[src/shared/pll_fb_div_regs.vh]
// Register map, field positions and reset values of the divider control
`ifndef PLL_FB_DIV_REGS_VH
`define PLL_FB_DIV_REGS_VH

// Register addresses
`define ADDR_REF_COUNT_LOW 10'h011
`define ADDR_REF_COUNT_HIGH 10'h012
`define ADDR_SWALLOW_COUNT 10'h013
`define ADDR_FEEDBACK_COUNT_LOW 10'h014
`define ADDR_FEEDBACK_COUNT_HIGH 10'h015
`define ADDR_DIVIDER_CONTROL 10'h016
`define ADDR_STATUS_PIN_SELECT 10'h017

// Reset values
`define RST_REF_COUNT_LOW 8'h01
`define RST_REF_COUNT_HIGH 6'h00
`define RST_SWALLOW_COUNT 6'h00
`define RST_FEEDBACK_COUNT_LOW 8'h03
`define RST_FEEDBACK_COUNT_HIGH 5'h00
`define RST_DIVIDER_CONTROL 8'h06
`define RST_STATUS_PIN_SELECT 6'h00

// Divider control fields
`define CTRL_CHARGE_PUMP_HALF_BIT 7
`define CTRL_RST_REF_BIT 6
`define CTRL_RST_FB_BIT 5
`define CTRL_RST_ALL_BIT 4
`define CTRL_BYPASS_BIT 3
`define CTRL_PRESC_MSB 2
`define CTRL_PRESC_LSB 0

// Status pin select field
`define STATUS_SEL_MSB 7
`define STATUS_SEL_LSB 2
`define STATUS_SEL_GROUND 6'h00

// Prescaler codes
`define PRESC_FIXED_1 3'h0
`define PRESC_DUAL_2_3 3'h1
`define PRESC_DUAL_2_3B 3'h2
`define PRESC_DUAL_4_5 3'h3
`define PRESC_DUAL_8_9 3'h4
`define PRESC_DUAL_16_17 3'h5
`define PRESC_DUAL_32_33 3'h6
`define PRESC_FIXED_3 3'h7

`endif

[src/pin_edge_sync.v]
// Three-stage pin synchroniser with qualified rising-edge pulse
`timescale 1ns/100ps
module pin_edge_sync (
	input wire clk_i,
	input wire sys_rst_i,
	input wire pin_i,
	output wire rise_o
);
	reg s1_q; // First stage, read only by s2
	reg s2_q; // Second stage
	reg s3_q; // Third stage
	reg level_q; // Accepted level
	reg rise_q; // One-cycle edge pulse

	// Synchroniser chain and agreement filter
	always @(posedge clk_i) begin
		if (sys_rst_i) begin
			s1_q <= 1'b0;
			s2_q <= 1'b0;
			s3_q <= 1'b0;
			level_q <= 1'b0;
			rise_q <= 1'b0;
		end else begin
			s1_q <= pin_i;
			s2_q <= s1_q;
			s3_q <= s2_q;
			rise_q <= 1'b0;
			// Change counts once stages two and three agree
			if (s2_q == s3_q) begin
				level_q <= s3_q;
				rise_q <= s3_q & ~level_q;
			end
		end
	end

	assign rise_o = rise_q;
endmodule

[src/pll_feedback_divider_control.v]
// PLL reference and feedback divider configuration and counting logic
`timescale 1ns/100ps
`include "pll_fb_div_regs.vh"

// Behaviour
// - Six-bit swallow count register, resets zero
// - Thirteen-bit feedback count over two registers
// - Control bit 7 forces charge pump mid-supply
// - Control bit 6 holds reference divider reset
// - Control bit 5 holds swallow, feedback reset
// - Control bit 4 holds all counters reset
// - Control bit 3 bypasses feedback counter
// - Prescaler code: 000 div1, 111 div3
// - Dual modulus: high while swallow cycles remain
// - Status select writable only while unlocked
// - Fourteen-bit reference count, resets to one
module pll_feedback_divider_control (
	input wire clk_i,
	input wire sys_rst_i,
	input wire wr_en_i,
	input wire [9:0] addr_i,
	input wire [7:0] wr_data_i,
	output wire [7:0] rd_data_o,
	input wire status_lock_i,
	input wire ref_clk_i,
	input wire osc_clk_i,
	output wire ref_div_o,
	output wire fb_div_o,
	output wire presc_out_o,
	output wire charge_pump_half_o,
	output wire [5:0] status_pin_sel_o,
	output wire status_pin_o
);
	reg [7:0] ref_low_q; // Reference count low byte
	reg [5:0] ref_high_q; // Reference count high bits
	reg [5:0] swallow_q; // Swallow count
	reg [7:0] fb_low_q; // Feedback count low byte
	reg [4:0] fb_high_q; // Feedback count high bits
	reg [7:0] ctrl_q; // Divider control
	reg [5:0] status_sel_q; // Status pin selector
	reg [7:0] rd_data_q; // Read data
	reg [7:0] rd_data_d;
	reg [13:0] ref_cnt_q; // Reference divider state
	reg ref_div_q; // Reference divider pulse
	reg [5:0] presc_cnt_q; // Prescaler state
	reg presc_q; // Prescaler output pulse
	reg [12:0] fb_cnt_q; // Feedback counter state
	reg [5:0] swallow_left_q; // Remaining high-modulus cycles
	reg fb_div_q; // Feedback divider pulse
	wire ref_edge; // Qualified reference edge
	wire osc_edge; // Qualified oscillator edge
	wire [2:0] presc_code;
	wire ref_hold;
	wire fb_hold;
	wire dual_mod;
	wire [5:0] presc_mod;
	wire presc_term;
	wire fb_term;
	wire [13:0] ref_div;
	wire [12:0] fb_div;

	// Lower modulus for a prescaler code
	function [5:0] low_modulus;
		input [2:0] code;
		begin
			case (code)
				`PRESC_FIXED_1: low_modulus = 6'h01;
				`PRESC_DUAL_2_3: low_modulus = 6'h02;
				`PRESC_DUAL_2_3B: low_modulus = 6'h02;
				`PRESC_DUAL_4_5: low_modulus = 6'h04;
				`PRESC_DUAL_8_9: low_modulus = 6'h08;
				`PRESC_DUAL_16_17: low_modulus = 6'h10;
				`PRESC_DUAL_32_33: low_modulus = 6'h20;
				default: low_modulus = 6'h03;
			endcase
		end
	endfunction

	// Pin synchronisers for the two divider clock sources
	pin_edge_sync u_ref_sync (
		.clk_i(clk_i),
		.sys_rst_i(sys_rst_i),
		.pin_i(ref_clk_i),
		.rise_o(ref_edge)
	);

	pin_edge_sync u_osc_sync (
		.clk_i(clk_i),
		.sys_rst_i(sys_rst_i),
		.pin_i(osc_clk_i),
		.rise_o(osc_edge)
	);

	// Register writes
	always @(posedge clk_i) begin
		if (sys_rst_i) begin
			ref_low_q <= `RST_REF_COUNT_LOW;
			ref_high_q <= `RST_REF_COUNT_HIGH;
			swallow_q <= `RST_SWALLOW_COUNT;
			fb_low_q <= `RST_FEEDBACK_COUNT_LOW;
			fb_high_q <= `RST_FEEDBACK_COUNT_HIGH;
			ctrl_q <= `RST_DIVIDER_CONTROL;
			status_sel_q <= `RST_STATUS_PIN_SELECT;
		end else if (wr_en_i) begin
			if (addr_i == `ADDR_REF_COUNT_LOW) begin
				ref_low_q <= wr_data_i;
			end else if (addr_i == `ADDR_REF_COUNT_HIGH) begin
				ref_high_q <= wr_data_i[5:0];
			end else if (addr_i == `ADDR_SWALLOW_COUNT) begin
				swallow_q <= wr_data_i[5:0];
			end else if (addr_i == `ADDR_FEEDBACK_COUNT_LOW) begin
				fb_low_q <= wr_data_i;
			end else if (addr_i == `ADDR_FEEDBACK_COUNT_HIGH) begin
				fb_high_q <= wr_data_i[4:0];
			end else if (addr_i == `ADDR_DIVIDER_CONTROL) begin
				ctrl_q <= wr_data_i;
			end else if (addr_i == `ADDR_STATUS_PIN_SELECT) begin
				// Locked selector ignores writes
				if (!status_lock_i) begin
					status_sel_q <=
						wr_data_i[`STATUS_SEL_MSB:`STATUS_SEL_LSB];
				end
			end
		end
	end

	// Read decode, reserved bits zero
	always @* begin
		rd_data_d = 8'h00;
		if (addr_i == `ADDR_REF_COUNT_LOW) begin
			rd_data_d = ref_low_q;
		end else if (addr_i == `ADDR_REF_COUNT_HIGH) begin
			rd_data_d = {2'h0, ref_high_q};
		end else if (addr_i == `ADDR_SWALLOW_COUNT) begin
			rd_data_d = {2'h0, swallow_q};
		end else if (addr_i == `ADDR_FEEDBACK_COUNT_LOW) begin
			rd_data_d = fb_low_q;
		end else if (addr_i == `ADDR_FEEDBACK_COUNT_HIGH) begin
			rd_data_d = {3'h0, fb_high_q};
		end else if (addr_i == `ADDR_DIVIDER_CONTROL) begin
			rd_data_d = ctrl_q;
		end else if (addr_i == `ADDR_STATUS_PIN_SELECT) begin
			rd_data_d = {status_sel_q, 2'h0};
		end
	end

	// Registered read data
	always @(posedge clk_i) begin
		if (sys_rst_i) begin
			rd_data_q <= 8'h00;
		end else begin
			rd_data_q <= rd_data_d;
		end
	end

	// Control decode
	assign presc_code = ctrl_q[`CTRL_PRESC_MSB:`CTRL_PRESC_LSB];
	assign ref_hold = ctrl_q[`CTRL_RST_REF_BIT] |
		ctrl_q[`CTRL_RST_ALL_BIT];
	assign fb_hold = ctrl_q[`CTRL_RST_FB_BIT] |
		ctrl_q[`CTRL_RST_ALL_BIT];
	// Codes 000 and 111 are fixed divide
	assign dual_mod = (presc_code != `PRESC_FIXED_1) &&
		(presc_code != `PRESC_FIXED_3);
	// Higher modulus while swallow cycles remain
	assign presc_mod = low_modulus(presc_code) +
		((dual_mod && swallow_left_q != 6'h00) ? 6'h01 : 6'h00);
	assign presc_term = osc_edge && (presc_cnt_q == presc_mod - 6'h01);
	assign ref_div = ({ref_high_q, ref_low_q} == 14'h0000) ? 14'h0001 :
		{ref_high_q, ref_low_q};
	assign fb_div = ({fb_high_q, fb_low_q} == 13'h0000) ? 13'h0001 :
		{fb_high_q, fb_low_q};
	// Bypass ends the feedback count on every prescaler cycle
	assign fb_term = presc_term && (ctrl_q[`CTRL_BYPASS_BIT] ||
		fb_cnt_q == fb_div - 13'h0001);

	// Reference divider
	always @(posedge clk_i) begin
		if (sys_rst_i || ref_hold) begin
			ref_cnt_q <= 14'h0000;
			ref_div_q <= 1'b0;
		end else begin
			ref_div_q <= 1'b0;
			if (ref_edge) begin
				if (ref_cnt_q >= ref_div - 14'h0001) begin
					ref_cnt_q <= 14'h0000;
					ref_div_q <= 1'b1;
				end else begin
					ref_cnt_q <= ref_cnt_q + 14'h0001;
				end
			end
		end
	end

	// Prescaler and swallow/feedback counters
	always @(posedge clk_i) begin
		if (sys_rst_i || fb_hold) begin
			presc_cnt_q <= 6'h00;
			presc_q <= 1'b0;
			fb_cnt_q <= 13'h0000;
			// Preload swallow so the first period after a hold is full
			swallow_left_q <= (!sys_rst_i && dual_mod) ? swallow_q :
				6'h00;
			fb_div_q <= 1'b0;
		end else begin
			presc_q <= presc_term;
			fb_div_q <= fb_term;
			if (osc_edge) begin
				presc_cnt_q <= presc_term ? 6'h00 :
					presc_cnt_q + 6'h01;
			end
			if (fb_term) begin
				// Reload: low modulus times count plus swallow
				fb_cnt_q <= 13'h0000;
				swallow_left_q <= dual_mod ? swallow_q : 6'h00;
			end else if (presc_term) begin
				fb_cnt_q <= fb_cnt_q + 13'h0001;
				if (swallow_left_q != 6'h00) begin
					swallow_left_q <= swallow_left_q - 6'h01;
				end
			end
		end
	end

	// Outputs
	assign rd_data_o = rd_data_q;
	assign ref_div_o = ref_div_q;
	assign fb_div_o = fb_div_q;
	assign presc_out_o = presc_q;
	assign charge_pump_half_o = ctrl_q[`CTRL_CHARGE_PUMP_HALF_BIT];
	assign status_pin_sel_o = status_sel_q;
	// Ground for the default and all other selections here
	assign status_pin_o = 1'b0;
endmodule

[config.mk]
export PLATFORM = sky130hd
export DESIGN_NAME = pll_feedback_divider_control
export DESIGN_NICKNAME = d
export VERILOG_FILES = /design/src/pin_edge_sync.v /design/src/pll_feedback_divider_control.v
export VERILOG_INCLUDE_DIRS = /design/src /design/src/shared
export SDC_FILE = /design/constraint.sdc
export NUM_CORES = 1
export LEC_CHECK = 0
export ABC_AREA = 1
export BUFFER_PORTS_ARGS = -buffer_cell sky130_fd_sc_hd__buf_2
export CORE_UTILIZATION = 60
export DETAILED_ROUTE_END_ITERATION = 8
export PLACE_DENSITY = 0.78
export RECOVER_POWER = 50
export SLEW_MARGIN = 20
export SYNTH_ARGS = -nofsm -noshare
export SYNTH_HDL_FRONTEND = slang
export SYNTH_SLANG_ARGS = --single-unit
[constraint.sdc]
create_clock -name clk_i -period 4.17 [get_ports clk_i]
set_input_delay 0.2085 -clock clk_i [delete_from_list [all_inputs] [get_ports clk_i]]
set_output_delay 0.2085 -clock clk_i [all_outputs]
set_load 0.005 [all_outputs]
[After elaboration in Yosys (flattened, before gate mapping)]
Index checks and enable logic that the tools add are counted.
Storage, ports and cells
  flip-flop bits (word level): 107
  input port bits: 24
  word-level logic and storage cells: 117
Operators by class
  muxes and demuxes: 20
  bitwise operators: 16
  add/sub/neg operators: 8
  equality and inequality tests: 18
  reductions and logical operators: 29
  $lt $le $gt $ge: 1
Operator list (number)
  $eq A10 B5 Y1 const B: 7
  $mux W8: 7
  $mux W6: 7
  $pmux W6 S6: 1
  $mux W14: 2
  $add A14 B1 Y14 const B: 1
  $ge A14 B14 Y1: 1
  $logic_not A14 Y1: 1
  $sub A14 B1 Y14 const B: 1
  $add A13 B1 Y13 const B: 1
  $eq A13 B13 Y1: 1
  $logic_not A13 Y1: 1
  $mux W13: 1
  $sub A13 B1 Y13 const B: 1
  $not A1 Y1: 12
  $sub A6 B1 Y6 const B: 2
  $reduce_or A2 Y1: 5
  $eq A3 B3 Y1 const B: 3
  $reduce_and A9 Y1: 1
  $reduce_bool A3 Y1: 3
  $reduce_and A7 Y1: 1
  $add A6 B1 Y6: 1
  $add A6 B1 Y6 const B: 1
  $eq A3 B2 Y1 const B: 2
  17 further kinds: 28

[Logic depth before layout (Yosys ltp)]
  depth after elaboration: 11
  mapped depth: 26

[Hierarchy]
A second synthesis with hierarchy kept.
Second synthesis, totals
  cells, all modules: 873
  area total of the unflattened synthesis: 6262.3 sq um
Modules (own cells, without submodules)
  pll_feedback_divider_control: cells an instance 839, instances 1, area an instance 5954.5 sq um, sequential area each 2001.9 sq um
  pin_edge_sync: cells an instance 17, instances 2, area an instance 153.9 sq um, sequential area each 100.1 sq um

[Worst setup path after synthesis]
OpenSTA, ideal clock, no wires.
  path kind: flip-flop to flip-flop
  start point: register ctrl_q[1]
  end point: register swallow_left_q[0] (enable)
  clock period less this slack: 3.346 ns
  path buffers: 1
  data required time: 3.856 ns
  slack: 0.824 ns
  arrival time: 3.032 ns
  stages on the path, launching flop included: 18
  cells stage by stage: dfxtp_1 -> nand2_1 -> clkinv_2 -> o21ai_1 -> inv_1 -> or2_2 -> ha_1 -> ha_1 -> xnor2_1 -> or2_1 -> a21oi_2 -> nand3_2 -> nor2_4 -> buf_6 -> inv_2 -> nand2_1 -> nand2_1 -> inv_1
On the way
  longest elaborated chain between the ends: 11
RTL lines
  from (decl): RTL line pll_feedback_divider_control.v:39  | reg [7:0] ctrl_q;
  from (signal assigned): RTL line pll_feedback_divider_control.v:102  | ctrl_q <= `RST_DIVIDER_CONTROL;
  from (signal assigned): RTL line pll_feedback_divider_control.v:116  | ctrl_q <= wr_data_i;
  parallel branches: the longest is 4 deep, another holds $pmux W6 S6
  $add A6 B1 Y6 (*): RTL line pll_feedback_divider_control.v:166  | assign presc_mod = low_modulus(presc_code) +
  $sub A6 B1 Y6 (*): RTL line pll_feedback_divider_control.v:168  | assign presc_term = osc_edge && (presc_cnt_q == presc_mod - 6'h01);
  $eq A6 B6 Y1 (*): RTL line pll_feedback_divider_control.v:168
  $logic_and A1 B1 Y1 (*): RTL line pll_feedback_divider_control.v:168
  $logic_and A1 B1 Y1: RTL line pll_feedback_divider_control.v:174  | assign fb_term = presc_term && (ctrl_q[`CTRL_BYPASS_BIT] ||
  $reduce_bool A3 Y1 (no source line)
  $reduce_and A2 Y1 (no source line) (*)
  to (signal assigned): RTL line pll_feedback_divider_control.v:202  | swallow_left_q <= (!sys_rst_i && dual_mod) ? swallow_q :
  to (signal assigned): RTL line pll_feedback_divider_control.v:215  | swallow_left_q <= dual_mod ? swallow_q : 6'h00;
  to (signal assigned): RTL line pll_feedback_divider_control.v:219  | swallow_left_q <= swallow_left_q - 6'h01;
  to (decl): RTL line pll_feedback_divider_control.v:48  | reg [5:0] swallow_left_q;
Mark *: on every way between the ends.
A chain may end at the register's enable or synchronous reset.

[Worst setup path after layout]
  start point: register ctrl_q[2]
  end point: register swallow_left_q[0] (enable)
The elaborated chain is that of the path after synthesis.

==> impl_metrics.ini <==
[run_status]
status = completed

[yosys]
synth_top_flop_cell = dfxtp_1
ys_async_sr_fraction_pct = 0
synth_adder_area_share_pct = 4.82
synth_cell_types = 46
synth.area.top_cells = dfxtp_1 34%, nand2_1 8.7%, inv_1 7.4%, nor2_1 6.9%, a21oi_1 5.0%
synthMuxAreaShare_pct = 0
synthSimpleGateAreaFrac_pct = 26.9
avgSynthCellArea_um2 = 7.08
yosysWarnings = 0
synth_area_um2 = 5960
synth_cells = 842
yosys.area.top_type = dfxtp_1
synth_edf_count = 6
ys_ff_latch = 107
synth_top_family_by_area = simple AND/OR/NAND/NOR gates
yosysSeqAreaShare_pct = 36.9
yosys.area_share.xor_xnor_pct = 6.90
synth.net_count = 889
synth_compound_area_share_pct = 14.9
synth_top_area_share_pct = 33.9

[sta]
whs_ns = 0.105
tns_ns = 0
hold_viol_final = 0
rsz0062_at_grt = no
fmax_mhz = 301
clock_skew_ns = 0.00955
period_minus_slack_ns = 3.33
finalSetupViolations = 0
relSlewSlack_pct = 31.1
final_max_slew_viol_count = 0
max_slew.worst_pin.slew_ns = 1.03
fin_crit_sh_pct = 79.8

[clock_tree]
clkSlewWorstSetupHoldPaths_ns = 0.11
post_cts_buffers = 0
clkSinkCount = 107
ctsRootBufferMaster = clkbuf_8
cts_max_level = 3
clock_latency_ns = 0.40
cts_resized = 0
cts_tree = built
clk_path_buf_depth = 2
numCtsBuffers = 9

[power]
intPower_w = 0.00131
p_leak_nw = 2.73
p_total_w = 0.00178
powerDensity_nw_per_um2 = 275
clockPowerShare_pct = 35.6
netSwitchingFraction_pct = 26.4
seqPwrFrac_pct = 58.9
ir_drop_v = 0.000234
power_switching_w = 0.000469
combPwrFrac_pct = 5.5

[critical_path]
worst_path_max_delay_cell = dfxtp_1
critPathArrivalTime_ns = 3.42
cp_top_family = simple AND/OR/NAND/NOR gates
critPathCaptureType = register
crit-reg2reg-launch = ctrl_q[2]$_SDFFE_PP1P_
path_buf_inv = 5
cp_slowest_stage_delay_ns = 0.38
crit_cells = 17
start_kind = register
worstRegToRegCells = 17
crit_type = reg2reg
critPathLaunch = ctrl_q[2]$_SDFFE_PP1P_
crit_required_ns = 4.26
cp_cell_sequence = inv_2 > o21ai_1 > o21ai_1 > buf_4 > inv_1 > or2_2 > ha_1 > ha_1 > xnor2_1 > or2_1 > a21oi_2 > nand3_2 > nor2_4 > inv_2 > nand2_1 > nand2_1 > inv_1
crit_fanout = 10

[global_routing]
grt_pass1_vias = 5243
grt_overflow = 0
grt_max_degree = 37
antenna_found_initial = 0
grt_pass1_wl_um = 24700
grt_usage_pct = 30.8

[detailed_routing]
wl_um = 14700
drc_errors = 0
wl_per_cell_um = 14.4
first_pass_iters = 5
first_iter_violations = 305
vias_per_cell = 5.57
vias = 5677
antenna_left = 0

[layout]
num-fill-cells = 857
fin_cells = 1020
antenna_cells = 0
layout-drive-gt1-share_pct = 8.34
syn2layout_area_growth_pct = 8.35
finalNetCount = 929

[floorplanning]
die_h_um = 102
fp.dieArea_um2 = 10300
rows = 36
core_um2 = 9680
start_util_pct = 61.6
die_x_um = 102
io_pins = 43

[min_path]
hp-start = wr_data_i[0]
worstHoldPathType = in2reg
whs_path_depth = 3

[placement]
routabilityCongestion = 0.963
placed_cells = 1002
io_buffers = 41
dpl.hpwl_um = 11300

[job]
maxCapViolCount = 0
kinds of logic after synthesis:
group                      Yosys count
and+or+nand+nor                    363
AOI/OAI and AO/OA                  158
xor gates and xnor gates            47
adders and majority gates           23
DFF                                107
buffers and inverters              143
other                                1
cell usage after synthesis (2+ instances only):
master and count:
o31ai_1 2, nand4_1 11, nor4_1 5, edfxtp_1 6, o21ai_1 7, ha_1 23
a211oi_1 5, nand3_2 2, o221ai_1 4, buf_6 3, o22ai_1 8, nor2_1 110
inv_1 117, or2_1 2, nand2_4 5, o21ai_0 53, nor2_4 4, xor2_1 32
clkbuf_1 9, nor3_1 24, nand3_1 54, o211ai_1 7, a21oi_1 59, nand2_1 139
buf_1 2, a221oi_1 4, xnor2_1 15, buf_2 3, a31oi_1 3, dfxtp_1 101
nand2_2 3, inv_2 6
power groups by stage:
stage | logic [W] | clock network (W) | registers (W)
final | 0.0000979 | 0.000632 | 0.00105
after global routing | 0.000109 | 0.000681 | 0.00105
after CTS | 0.0000971 | 0.000650 | 0.00105
after detailed placement | 0.0000952 | 0 | 0.00107
after global placement | 0.0000913 | 0 | 0.00107
after floorplan | 0.0000612 | 0 | 0.00107
stage by stage:
stage / setup WS, ns / area, um2 / utilization [%]
final: 0.844 / 6460 / 66.7
after global routing: 0.481 / 6460 / 66.7
after CTS: 0.864 / 6480 / 66.9
after detailed placement: 0.894 / 6270 / 64.7
after global placement: 1.02 / 6270 / 64.7
after floorplan: 0.824 / 5960 / -
cells in the final DEF, fill, tap and decap left out, types with 3 or more instances in the layout:
cell type and n:
dfxtp_1 101, a31oi_1 3, edfxtp_1 6, o221ai_1 4
nand2_4 5, xnor2_1 15, nand4_1 11, nand2_2 3
ha_1 23, o211ai_1 7, nor2_1 110, nor2_4 4
buf_4 3, o21ai_0 53, a221oi_1 4, a211oi_1 5
o22ai_1 8, nor4_1 5, clkbuf_1 11, o21ai_1 7
nand2_1 139, clkbuf_8 9, buf_2 31, inv_6 3
a21oi_1 59, nand3_1 54, inv_1 117, inv_2 6
nor3_1 24, xor2_1 32
worst paths after layout:
check / endpoint / slack [ns]
max: swallow_left_q[0]$_DFFE_PP_ / 0.84
min: fb_low_q[0]$_SDFFE_PP1P_ / 0.10
max reg2reg: swallow_left_q[0]$_DFFE_PP_ / 0.84
min reg2reg: u_ref_sync.s2_q$_SDFF_PP0_ / 0.42
registers in the layout, summed over array words and instances, names as in the netlist, 5 cells and up:
name	count
fb_cnt_q	13
ctrl_q	8
fb_low_q	8
swallow_q	6
fb_high_q	5
rd_data_o	8
swallow_left_q	6
ref_low_q	8
presc_cnt_q	6
ref_high_q	6
ref_cnt_q	14
status_pin_sel_o	6
layout make-up:
class                   count  area [um2]  share of cell area [%]
repair buffers             47         239                    3.70
clock inverters             7        66.3                    1.03
multi-input cells         592        3190                    49.4
well taps                 133         166                    2.58
flip-flops and latches    107        2200                    34.1
clock buffers               9         124                    1.92
inverters                 125         470                    7.28
worst reg2reg max path, stage by stage, from the launching register on:
cell and delay (ns):
dfxtp_1 0.38, inv_2 0.12, o21ai_1 0.12, o21ai_1 0.09, buf_4 0.17, inv_1 0.08
or2_2 0.27, ha_1 0.24, ha_1 0.24, xnor2_1 0.14, or2_1 0.22, a21oi_2 0.13
nand3_2 0.10, nor2_4 0.16, inv_2 0.09, nand2_1 0.20, nand2_1 0.08, inv_1 0.19
layer usage:
metal / share of wire [%] / routed length, um / GRT usage, % / vias to the layer above
met5: 0 / 0 / 0 / -
met4: 2.9 / 429 / 13.5 / 0
met3: 6.6 / 968 / 5.59 / 36
met2: 47 / 6870 / 51.0 / 208
met1: 44 / 6450 / 39.2 / 2595
li1: - / - / - / 2838
repair_timing:
action	CTS	global route
endpoints found under the hold margin	2	0
endpoints found under the setup margin	0	0
hold buffers	2	0
Power figures use the tool's default switching activity.
